File: src/kms_defs.vh
// Purpose: constants shared by the key matrix scanner files
// Assumes: 100 MHz clock, 16-bit user-bank words
// Notes: word addresses are 12-bit user word addresses
`ifndef KMS_DEFS_VH
`define KMS_DEFS_VH

// Clock rate
`define KMS_CLK_MHZ 100

// Word addresses
`define KMS_ADDR_SETTING 12'hF01
`define KMS_ADDR_RESULT0 12'hF10
`define KMS_ADDR_RESULT1 12'hF11
`define KMS_ADDR_RESULT2 12'hF12
`define KMS_ADDR_RESULT3 12'hF13

// Setting word fields
`define KMS_SET_EN_BIT 15
`define KMS_SET_TIME_HI 14
`define KMS_SET_TIME_LO 13
`define KMS_SET_LAST_HI 7
`define KMS_SET_LAST_LO 4
`define KMS_SET_RESET 16'h0000
`define KMS_SET_KEEP_MASK 16'hE0F0

// Result word fields
`define KMS_RES_COL_HI 11
`define KMS_RES_COL_LO 8
`define KMS_RES_ROW_HI 7
`define KMS_RES_ROW_LO 0
`define KMS_RES_RESET 16'h0000

// Column activate time codes
`define KMS_TIME_CODE_256 2'h0
`define KMS_TIME_CODE_512 2'h1
`define KMS_TIME_CODE_64 2'h2
`define KMS_TIME_CODE_128 2'h3

// Activate times in microseconds
`define KMS_ACT_64_US 64
`define KMS_ACT_128_US 128
`define KMS_ACT_256_US 256
`define KMS_ACT_512_US 512

// Reply window in milliseconds
`define KMS_REPLY_WINDOW_MS 20

// Command opcodes
`define KMS_OP_BLOCKERASE 8'hC8
`define KMS_OP_READ 8'hC2
`define KMS_READ_COUNT 8'h04

// Reply codes
`define KMS_ERR_NONE 8'h00
`define KMS_ERR_NO_KEY 8'h8E
`define KMS_ERR_LOW_POWER 8'h0B
`define KMS_ERR_OTHER 8'h00

// Scan limits
`define KMS_MAX_FOUND 3'd4
`define KMS_MAX_COLUMNS 5'd16

`endif

File: src/kms_input_sync.v
// Purpose: three-stage synchroniser with agreement filter
// Assumes: inputs are asynchronous to clock
// Notes: a change counts once stages two and three agree
`timescale 1ns/100ps
`include "kms_defs.vh"

module kms_input_sync #(
	parameter WIDTH = 9
) (
	// Clock and control
	input wire clock,
	input wire rst_n,
	input wire ce,
	// Data
	input wire [WIDTH-1:0] asyncIn,
	output wire [WIDTH-1:0] syncOut
);

	reg [WIDTH-1:0] stage1_reg;
	reg [WIDTH-1:0] stage2_reg;
	reg [WIDTH-1:0] stage3_reg;
	reg [WIDTH-1:0] stable_reg;

	genvar i;
	generate
		for (i = 0; i < WIDTH; i = i + 1) begin : gBit
			always @(posedge clock) begin
				if (!rst_n) begin
					stage1_reg[i] <= 1'b0;
					stage2_reg[i] <= 1'b0;
					stage3_reg[i] <= 1'b0;
					stable_reg[i] <= 1'b0;
				end else if (ce) begin
					stage1_reg[i] <= asyncIn[i];
					stage2_reg[i] <= stage1_reg[i];
					stage3_reg[i] <= stage2_reg[i];
					// Only a value seen twice is taken
					if (stage2_reg[i] == stage3_reg[i]) begin
						stable_reg[i] <= stage3_reg[i];
					end
				end
			end
		end
	endgenerate

	assign syncOut = stable_reg;

endmodule // kms_input_sync

File: src/kms_key_scanner.v
// Purpose: key matrix scanner behind the user-bank word interface
// Assumes: command decoder hands over Write, BlockErase and Read
// Notes: rows sampled in the last cycle of each column window
//
// Operation
// - Writing word F01h enables scanning; lost at every power cycle.
// - A Read of F01h returns the stored setting word.
// - Setting clears to 0000h on enable zero, power loss, low-power reset.
// - Setting bit 15 enables scanning; zero after reset.
// - Bits 14:13 pick column time: 256, 512, 64, 128 us.
// - BlockErase C8h to F10h with count last column plus one starts scan.
// - Only pressed columns stored, at most four, words F10h to F13h.
// - Scan with no pressed key answers error code 8Eh.
// - One to four pressed columns give the normal reply.
// - Supply drop during scan answers error code 0Bh.
// - Read C2h from F10h with count 04h returns four key words; the port returns one word per request at rdAddr.
// - Key word: zero, column index in 11:8, rows in 7:0.
// - Every scan rewrites four words; unused trailing words become 0000h.
// - Selected column driven high, columns 0 to 15, others high-Z.
// - Full scan of 16 columns takes about 4 ms in the example.
// - Whole scan and reply finish within the 20 ms reply window.
// - Scan stops at the column giving the fourth pressed column.
// - Next scan resumes after last column, wraps, stops at four or 16.
`timescale 1ns/100ps
`include "kms_defs.vh"

module kms_key_scanner #(
	parameter integer ACT_CYC_64 = `KMS_ACT_64_US * `KMS_CLK_MHZ,
	parameter integer ACT_CYC_128 = `KMS_ACT_128_US * `KMS_CLK_MHZ,
	parameter integer ACT_CYC_256 = `KMS_ACT_256_US * `KMS_CLK_MHZ,
	parameter integer ACT_CYC_512 = `KMS_ACT_512_US * `KMS_CLK_MHZ,
	parameter integer REPLY_CYC = `KMS_REPLY_WINDOW_MS * 1000 *
		`KMS_CLK_MHZ
) (
	// Clock and control
	input wire clock,
	input wire rst_n,
	input wire ce,
	input wire lowPowerReset,
	// Write command
	input wire wrReq,
	input wire [11:0] wrAddr,
	input wire [15:0] wrData,
	// BlockErase command
	input wire eraseReq,
	input wire [7:0] eraseOpcode,
	input wire [11:0] eraseAddr,
	input wire [7:0] eraseCount,
	// Read command
	input wire rdReq,
	input wire [7:0] rdOpcode,
	input wire [11:0] rdAddr,
	output reg rdValid,
	output reg rdHit,
	output reg [15:0] rdData,
	// BlockErase reply
	output reg replyValid,
	output reg replyErr,
	output reg [7:0] replyCode,
	output reg scanBusy,
	// Key matrix pins
	output reg [15:0] columnLineOut,
	output reg [15:0] columnLineOe_n,
	input wire [7:0] rowSenseBits,
	input wire supplyLow
);

	localparam [2:0] S_IDLE = 3'b001;
	localparam [2:0] S_DRIVE = 3'b010;
	localparam [2:0] S_NEXT = 3'b100;

	reg [2:0] state_reg;
	reg [15:0] setting_reg;
	reg [15:0] result_reg [0:3];
	reg [3:0] resumeCol_reg;
	reg [3:0] column_drive_index_reg;
	reg [2:0] found_reg;
	reg [4:0] scanned_reg;
	reg [15:0] actCnt_reg;
	reg [20:0] windowCnt_reg;
	reg rowHit;
	reg [15:0] actLoad;

	wire [8:0] syncIn;
	wire [8:0] syncOut;
	wire [7:0] rowSync;
	wire supplyLowSync;
	wire scanEnable;
	wire [1:0] column_activate_time;
	wire [3:0] final_column_index;
	wire eraseHit;
	wire eraseGood;
	wire [3:0] nextCol;
	wire lastOfColumn;
	wire [2:0] foundNext;
	wire [4:0] scannedNext;
	wire windowOver;

	assign syncIn = {supplyLow, rowSenseBits};

	kms_input_sync #(
		.WIDTH(9)
	) uSync (
		.clock(clock),
		.rst_n(rst_n),
		.ce(ce),
		.asyncIn(syncIn),
		.syncOut(syncOut)
	);

	assign rowSync = syncOut[7:0];
	assign supplyLowSync = syncOut[8];

	assign scanEnable = setting_reg[`KMS_SET_EN_BIT];
	assign column_activate_time =
		setting_reg[`KMS_SET_TIME_HI:`KMS_SET_TIME_LO];
	assign final_column_index =
		setting_reg[`KMS_SET_LAST_HI:`KMS_SET_LAST_LO];

	// Erase to the result block with the agreed word count
	assign eraseHit = eraseReq &&
		eraseOpcode == `KMS_OP_BLOCKERASE &&
		eraseAddr == `KMS_ADDR_RESULT0;
	assign eraseGood = scanEnable &&
		eraseCount == {4'h0, final_column_index} + 8'h01;

	// Column stepping wraps 15 to 0 by natural overflow
	assign nextCol = column_drive_index_reg + 4'h1;
	assign lastOfColumn = (actCnt_reg == 16'h0000);
	assign foundNext = found_reg + {2'b00, rowHit};
	assign scannedNext = scanned_reg + 5'd1;
	assign windowOver = (windowCnt_reg == 21'h000000);

	// Column window length from the time code
	always @* begin
		actLoad = ACT_CYC_256[15:0] - 16'h0001;
		case (column_activate_time)
			`KMS_TIME_CODE_256: actLoad = ACT_CYC_256[15:0] - 16'h0001;
			`KMS_TIME_CODE_512: actLoad = ACT_CYC_512[15:0] - 16'h0001;
			`KMS_TIME_CODE_64: actLoad = ACT_CYC_64[15:0] - 16'h0001;
			`KMS_TIME_CODE_128: actLoad = ACT_CYC_128[15:0] - 16'h0001;
			default: actLoad = ACT_CYC_256[15:0] - 16'h0001;
		endcase
	end

	always @* begin
		rowHit = (rowSync != 8'h00);
	end

	// Setting word and resume pointer
	always @(posedge clock) begin
		if (!rst_n) begin
			setting_reg <= `KMS_SET_RESET;
			resumeCol_reg <= 4'h0;
		end else if (ce) begin
			if (lowPowerReset) begin
				setting_reg <= `KMS_SET_RESET;
				resumeCol_reg <= 4'h0;
			end else if (wrReq && wrAddr == `KMS_ADDR_SETTING &&
				state_reg == S_IDLE) begin
				if (!wrData[`KMS_SET_EN_BIT]) begin
					setting_reg <= `KMS_SET_RESET;
					resumeCol_reg <= 4'h0;
				end else begin
					// Reserved bits are dropped so they steer nothing
					setting_reg <= wrData & `KMS_SET_KEEP_MASK;
				end
			end else if (state_reg == S_NEXT) begin
				resumeCol_reg <= nextCol;
			end
		end
	end

	// Scan sequencer
	always @(posedge clock) begin
		if (!rst_n) begin
			state_reg <= S_IDLE;
			column_drive_index_reg <= 4'h0;
			found_reg <= 3'd0;
			scanned_reg <= 5'd0;
			actCnt_reg <= 16'h0000;
			windowCnt_reg <= 21'h000000;
			replyValid <= 1'b0;
			replyErr <= 1'b0;
			replyCode <= `KMS_ERR_NONE;
			scanBusy <= 1'b0;
			columnLineOut <= 16'h0000;
			columnLineOe_n <= 16'hFFFF;
		end else if (ce) begin
			replyValid <= 1'b0;
			case (state_reg)
				S_IDLE: begin
					columnLineOut <= 16'h0000;
					columnLineOe_n <= 16'hFFFF;
					if (eraseHit && !lowPowerReset) begin
						if (eraseGood) begin
							state_reg <= S_DRIVE;
							scanBusy <= 1'b1;
							column_drive_index_reg <= resumeCol_reg;
							found_reg <= 3'd0;
							scanned_reg <= 5'd0;
							actCnt_reg <= actLoad;
							windowCnt_reg <= REPLY_CYC[20:0] - 21'h000001;
						end else begin
							// Disabled or bad count: refused at once
							replyValid <= 1'b1;
							replyErr <= 1'b1;
							replyCode <= `KMS_ERR_OTHER;
						end
					end
				end
				S_DRIVE: begin
					columnLineOut <= 16'h0001 << column_drive_index_reg;
					// Only the selected column is driven high
					columnLineOe_n <= ~(16'h0001 << column_drive_index_reg);
					// Saturates so an expiry inside a column is not lost
					if (!windowOver) begin
						windowCnt_reg <= windowCnt_reg - 21'h000001;
					end
					if (supplyLowSync || lowPowerReset) begin
						state_reg <= S_IDLE;
						scanBusy <= 1'b0;
						replyValid <= 1'b1;
						replyErr <= 1'b1;
						replyCode <= `KMS_ERR_LOW_POWER;
						// Column released at once, not a cycle late
						columnLineOut <= 16'h0000;
						columnLineOe_n <= 16'hFFFF;
					end else if (lastOfColumn) begin
						found_reg <= foundNext;
						scanned_reg <= scannedNext;
						state_reg <= S_NEXT;
					end else if (windowOver) begin
						// Cut column: nothing stored, reply goes out next
						state_reg <= S_NEXT;
					end else begin
						actCnt_reg <= actCnt_reg - 16'h0001;
					end
				end
				S_NEXT: begin
					columnLineOut <= 16'h0000;
					columnLineOe_n <= 16'hFFFF;
					if (!windowOver) begin
						windowCnt_reg <= windowCnt_reg - 21'h000001;
					end
					// A drop in the gap aborts as in a column
					// Otherwise stop on fourth hit, 16 columns, or window
					if (supplyLowSync || lowPowerReset) begin
						state_reg <= S_IDLE;
						scanBusy <= 1'b0;
						replyValid <= 1'b1;
						replyErr <= 1'b1;
						replyCode <= `KMS_ERR_LOW_POWER;
					end else if (found_reg == `KMS_MAX_FOUND ||
						scanned_reg == `KMS_MAX_COLUMNS || windowOver) begin
						state_reg <= S_IDLE;
						scanBusy <= 1'b0;
						replyValid <= 1'b1;
						if (found_reg == 3'd0) begin
							replyErr <= 1'b1;
							replyCode <= `KMS_ERR_NO_KEY;
						end else begin
							replyErr <= 1'b0;
							replyCode <= `KMS_ERR_NONE;
						end
					end else begin
						column_drive_index_reg <= nextCol;
						actCnt_reg <= actLoad;
						state_reg <= S_DRIVE;
					end
				end
				default: begin
					state_reg <= S_IDLE;
					scanBusy <= 1'b0;
					columnLineOut <= 16'h0000;
					columnLineOe_n <= 16'hFFFF;
				end
			endcase
		end
	end

	// Result words, one per slot
	genvar w;
	generate
		for (w = 0; w < 4; w = w + 1) begin : gResult
			always @(posedge clock) begin
				if (!rst_n) begin
					result_reg[w] <= `KMS_RES_RESET;
				end else if (ce) begin
					if (state_reg == S_IDLE && eraseHit && eraseGood &&
						!lowPowerReset) begin
						// Cleared up front so unfilled words stay zero
						result_reg[w] <= `KMS_RES_RESET;
					end else if (state_reg == S_DRIVE && lastOfColumn &&
						!supplyLowSync && !lowPowerReset && rowHit &&
						found_reg == w) begin
						result_reg[w] <= {4'h0, column_drive_index_reg,
							rowSync};
					end
				end
			end
		end
	endgenerate

	// Read port, answers one cycle after the request
	always @(posedge clock) begin
		if (!rst_n) begin
			rdValid <= 1'b0;
			rdHit <= 1'b0;
			rdData <= 16'h0000;
		end else if (ce) begin
			rdValid <= rdReq;
			rdHit <= 1'b0;
			rdData <= 16'h0000;
			if (rdReq && rdOpcode == `KMS_OP_READ) begin
				case (rdAddr)
					`KMS_ADDR_SETTING: begin
						rdHit <= 1'b1;
						rdData <= setting_reg;
					end
					`KMS_ADDR_RESULT0: begin
						rdHit <= 1'b1;
						rdData <= result_reg[0];
					end
					`KMS_ADDR_RESULT1: begin
						rdHit <= 1'b1;
						rdData <= result_reg[1];
					end
					`KMS_ADDR_RESULT2: begin
						rdHit <= 1'b1;
						rdData <= result_reg[2];
					end
					`KMS_ADDR_RESULT3: begin
						rdHit <= 1'b1;
						rdData <= result_reg[3];
					end
					default: begin
						rdHit <= 1'b0;
						rdData <= 16'h0000;
					end
				endcase
			end
		end
	end

endmodule // kms_key_scanner

File: config.mk
export PLATFORM = sky130hd
export DESIGN_NAME = kms_key_scanner
export DESIGN_NICKNAME = d
export VERILOG_FILES = /design/src/kms_input_sync.v /design/src/kms_key_scanner.v
export VERILOG_INCLUDE_DIRS = /design/src
export SDC_FILE = /design/constraint.sdc
export NUM_CORES = 1
export LEC_CHECK = 0
export ABC_CLOCK_PERIOD_IN_PS = 7900
export BUFFER_PORTS_ARGS = -buffer_cell sky130_fd_sc_hd__buf_2
export CORE_MARGIN = 2
export CORE_UTILIZATION = 32
export CTS_BUF_LIST = sky130_fd_sc_hd__clkbuf_8 sky130_fd_sc_hd__clkbuf_16
export DETAILED_ROUTE_END_ITERATION = 8
export PLACE_DENSITY_LB_ADDON = 0.12
export SETUP_SLACK_MARGIN = 0.1
export SKIP_LAST_GASP = 1
export SLEW_MARGIN = 20
export SYNTH_ARGS = -nofsm -noshare
export SYNTH_HDL_FRONTEND = slang
export SYNTH_SLANG_ARGS = --single-unit
File: constraint.sdc
create_clock -name clock -period 7.9 [get_ports clock]
set_input_delay 0.79 -clock clock [delete_from_list [all_inputs] [get_ports clock]]
set_output_delay 0.79 -clock clock [all_outputs]
set_load 0.02 [all_outputs]
Word level (Yosys, flattened, before mapping):

Memory sizes are Yosys's and may differ from the RTL's.
Cells that the tools add are included.

* register bits after elaboration: 169
* latch bits: 0
* bits in writable memories: 48
* ROM bits: 0
* input bits: 92
* word-level logic and storage cells: 278
* memories kept: 1

* $add $sub $neg: 6
* multipliers: 0
* divide/modulo/power cells: 0
* $lt $le $gt $ge: 0
* eq/ne operators: 44
* shift operators: 1
* multiplexer cells: 110
* bitwise logic cells: 9
* reduce and logical (&&, ||, !) cells: 54

Memories
* result_reg: words 4, width 12, read ports 4, clocked after memory_dff 0, write ports 4, line kms_key_scanner.v:74 `reg [15:0] result_reg [0:3];`

Operator list (count)
* 16-bit 2-to-1 mux: 15
* 12-bit 2-to-1 mux: 8
* 12-bit equality test, second input constant: 7
* 16-bit one-hot mux with 5 select lines: 1
* 16-bit one-hot mux with 4 select lines: 1
* 21-bit 2-to-1 mux: 3
* 8-bit 2-to-1 mux: 6
* 16-bit one-hot mux with 3 select lines: 1
* 1-bit 2-to-1 mux: 43
* 21-bit one-hot mux with 2 select lines: 1
* 4-bit 2-to-1 mux: 8
* 3-bit 2-to-1 mux: 9
* 8-bit one-hot mux with 3 select lines: 1
* 2-bit != test, second input constant: 11
* 21-bit zero test: 1
* 21-bit by 1-bit subtractor with 21-bit output, second input constant: 1
* 5-bit 2-to-1 mux: 4
* 2-bit AND reduction: 10
* 1-bit logical AND: 18
* 6-bit AND reduction: 3
* 8-bit equality test, second input constant: 2
* 16-bit zero test: 1
* 16-bit NOT: 1
* 1-bit by 4-bit << shifter with 16-bit output, first input constant: 1
* 36 further kinds: 67

Longest topological paths before layout:

* depth after elaboration: 12
* gate-level depth with buffers: 10

Modules after synthesis:

Synthesis repeated with hierarchy kept, for this count alone.

* cell total of the unflattened synthesis: 998
* area, all modules: 9701.8 sq um

Modules (own cells, without submodules)
* kms_key_scanner: instances 1, cells an instance 853, area each 8210.4 sq um, seq. area each 3803.6 sq um
* kms_input_sync: instances 1, cells an instance 145, area each 1491.4 sq um, seq. area each 720.7 sq um

Least setup slack after synthesis:

No wires, ideal clock.

* kind: input -> register
* start: in ce
* end: mem result_reg[2][0] (netlist bit), enable pin
* library setup time: 417 ps
* arrival time: 2972 ps
* slack: 4511 ps
* stages on the path: 5
* path buffers: 0
* cell sequence: nor2b_1 > nand3b_1 > nor4_2 > nand2_1 > o41ai_1

RTL lines
* start: declaration: line kms_key_scanner.v:38 `input wire ce,`
* end: declaration: line kms_key_scanner.v:74

==> results.py <==
metrics = {
    "yosys": {
        "synth.avg_cell_area_sq_um": 9.51,
        "yosysWarningCount": 0,
        "synth_top_cell_area_share_pct": 32.8,
        "post_synth_instance_area_sq_um": 9400,
        "yosysSeqAreaShare_pct": 48.1,
        "yosys_most_used_dff": "dfxtp_1",
        "synth_edf_count": 48,
        "yosysTopAreaCell": "dfxtp_1",
        "synth.top_cells.by_area": "dfxtp_1 (33%), edfxtp_1 (15%), mux2i_1 (3.8%)",
        "ys_async_sr_fraction_pct": 0,
        "synth_cell_types": 79,
        "ys_ff_latch": 202,
        "synthCells": 989,
    },
    "cells_and_area": {
        "nets": 1218,
        "final_cell_mix": "dfxtp_1 (154), buf_2 (139), nand2_1 (87)",
        "largest_reg_flops": 48,
        "drive_gt1_share_pct": 20.7,
        "antenna_cells": 0,
        "final_common_cell": "dfxtp_1",
        "stdcell_area_sq_um": 11200,
        "synthToLayoutAreaGrowth_pct": 19.4,
    },
    "floorplanning": {
        "die_h_um": 175,
        "io_pins": 153,
        "initial_core_util_pct": 32.6,
        "die_x_um": 175,
        "floorplan.rows": 62,
        "die_area_sq_um": 30800,
        "core_sq_um": 28900,
    },
    "clock_network": {
        "htreeDepth": 1,
        "cts_hold_buf": 0,
        "insertion_delay_ns": 0.52,
        "post_cts_resized": 0,
        "cts_setup_buffers": 0,
        "cts_tree": "yes",
        "cts.sinks": 202,
        "ctsRootBufferMaster": "clkbuf_16",
        "numCtsBuffers": 25,
        "cts_buffer_depth": 3,
        "clk_pin_slew_ns": 0.06,
    },
    "worst_setup_path": {
        "worstPathMaxFanout": 13,
        "worstRegToRegCells": 6,
        "path_cells": "or3_1, or3_1, nor4_2, and3_1, and4b_1, nand2b_1",
        "slowest_delay_ns": 0.67,
        "cp_slowest_cell": "nand2b_1",
        "cp.arrival_ns": 3.67,
        "cp_data_required_time_ns": 8.05,
        "worst-path-stages": 6,
        "cp-end-kind": "flip-flop",
        "startpoint_type": "flip-flop",
        "critPathTopFamily": "simple AND/OR/NAND/NOR gates",
        "path_buf_inv": 0,
        "critPathKind": "flip-flop to flip-flop",
        "cpMostUsedCell": "or3_1",
    },
    "power": {
        "power.density_nw_per_um2": 262,
        "max-vdd-ir-drop_uv": 105,
        "finalPower_mw": 2.94,
        "p_leak_nw": 4.42,
    },
    "placed_design": {
        "port_buffers": 139,
        "placed_area_sq_um": 10400,
        "dpl.hpwl_um": 17200,
        "place.gp.congestion": 0.789,
    },
    "drt": {
        "first_pass_iters": 5,
        "wire_per_inst_um": 16.8,
        "vias": 7626,
        "postRouteWirelength_um": 25400,
        "drt_iter0_markers": 372,
        "postRouteAntennaNets": 0,
        "vias_per_cell": 5.05,
        "drc_errors": 0,
    },
    "grt": {
        "grt_pass1_wl_um": 40600,
        "antenna_found_initial": 1,
        "grt_max_degree": 59,
        "grt_pass1_vias": 7435,
        "grt-ovfl-total": 0,
        "grtUsageTotal_pct": 16.3,
    },
    "flow_run": {
        "max_cap_viol_count": 0,
    },
    "timing": {
        "fmax_ghz": 0.284,
        "tightest_slew_ns": 0.963,
        "fin_crit_ns": 3.52,
        "finalHoldViolations": 0,
        "relSlewSlack_pct": 35.2,
        "setup-tns-final_ns": 0,
        "setup_viol": 0,
        "period_share_pct": 44.6,
        "skew_ns": 0.0173,
        "rsz0062_at_grt": "false",
        "slew_viol_final": 0,
    },
    "outcome": {
        "status": "complete, no violations",
    },
    "worst_hold_path": {
        "min_path_type": "flip-flop to flip-flop",
        "worstHoldPathCells": 2,
    },
}
[cell usage after synthesis (all sizes together) (8+ instances only)]
| cell type | n |
|---|---|
| mux4 | 8 |
| o21ai | 60 |
| a31oi | 14 |
| nand3 | 24 |
| o31ai | 12 |
| inv | 25 |
| a21oi | 66 |
| ha | 19 |
| nor3 | 24 |
| a21o | 9 |
| or3 | 19 |
| nand4 | 9 |
| xnor2 | 9 |
| edfxtp | 48 |
| buf | 21 |
| nor2 | 86 |
| nand2b | 9 |
| or4 | 8 |
| dfxtp | 154 |
| a22oi | 15 |
| clkbuf | 41 |
| and2 | 55 |
| nor4 | 23 |
| a211oi | 8 |
| mux2i | 36 |
| nand2 | 87 |
| nor2b | 13 |
[area by class of cell]
class,instances,area [sq um]
clock buffer,31,708
multi-input combinational,703,4550
clock inverter,14,92.6
sequential,202,4520
timing repair buffer,150,778
inverter,25,95.1
tap,384,480
fill,2941,17600
[stage by stage]
step	hold WS, ns	cells	utilization [%]	setup slack (ns)
after floorplan	0.442	992	-	4.51
after global placement	0.450	1464	36.1	3.97
after detailed placement	0.457	1464	36.1	3.89
after CTS	0.466	1509	38.9	4.32
after global routing	0.487	1509	38.9	4.12
final	0.464	1509	38.9	4.38
[worst register-to-register path: stages, from the launching register on]
cell and delay (ns):
dfxtp_1 0.36, or3_1 0.46, or3_1 0.41, nor4_2 0.46, and3_1 0.25, and4b_1 0.54
nand2b_1 0.67
[metal layers]
metal / GRT usage [%] / routed length (um) / share of wire [%] / up-vias
met3: 3.40 / 1490 / 5.9 / 31
li1: - / - / - / 3824
met4: 3.79 / 408 / 1.6 / 0
met1: 22.9 / 12600 / 50 / 3582
met2: 25.6 / 10900 / 43 / 189
met5: 0 / 0 / 0 / -
[worst paths after layout]
kind,from,slack [ns],to
max reg2reg,actCnt_reg[7],4.38,result_reg[3][2]
min,columnLineOut[1],0.46,columnLineOut[1]
max,actCnt_reg[7],4.38,result_reg[3][2]
min reg2reg,columnLineOut[1],0.46,columnLineOut[1]
[kinds of logic after synthesis]
family | after synthesis | synth area share, %
flops | 202 | 48.1
other cells | 1 | 0.0399
fa+ha+maj | 19 | 2.53
mux | 44 | 5.75
simple gates | 391 | 22.4
buf+inv | 87 | 3.98
compound gates | 233 | 16.1
xor+xnor | 12 | 1.12
[power breakdown]
part           switching, mW  internal, mW
sequential            0.0668          1.12
combinational          0.435         0.214
clock                  0.435         0.662
(Power assumes the default switching activity.)
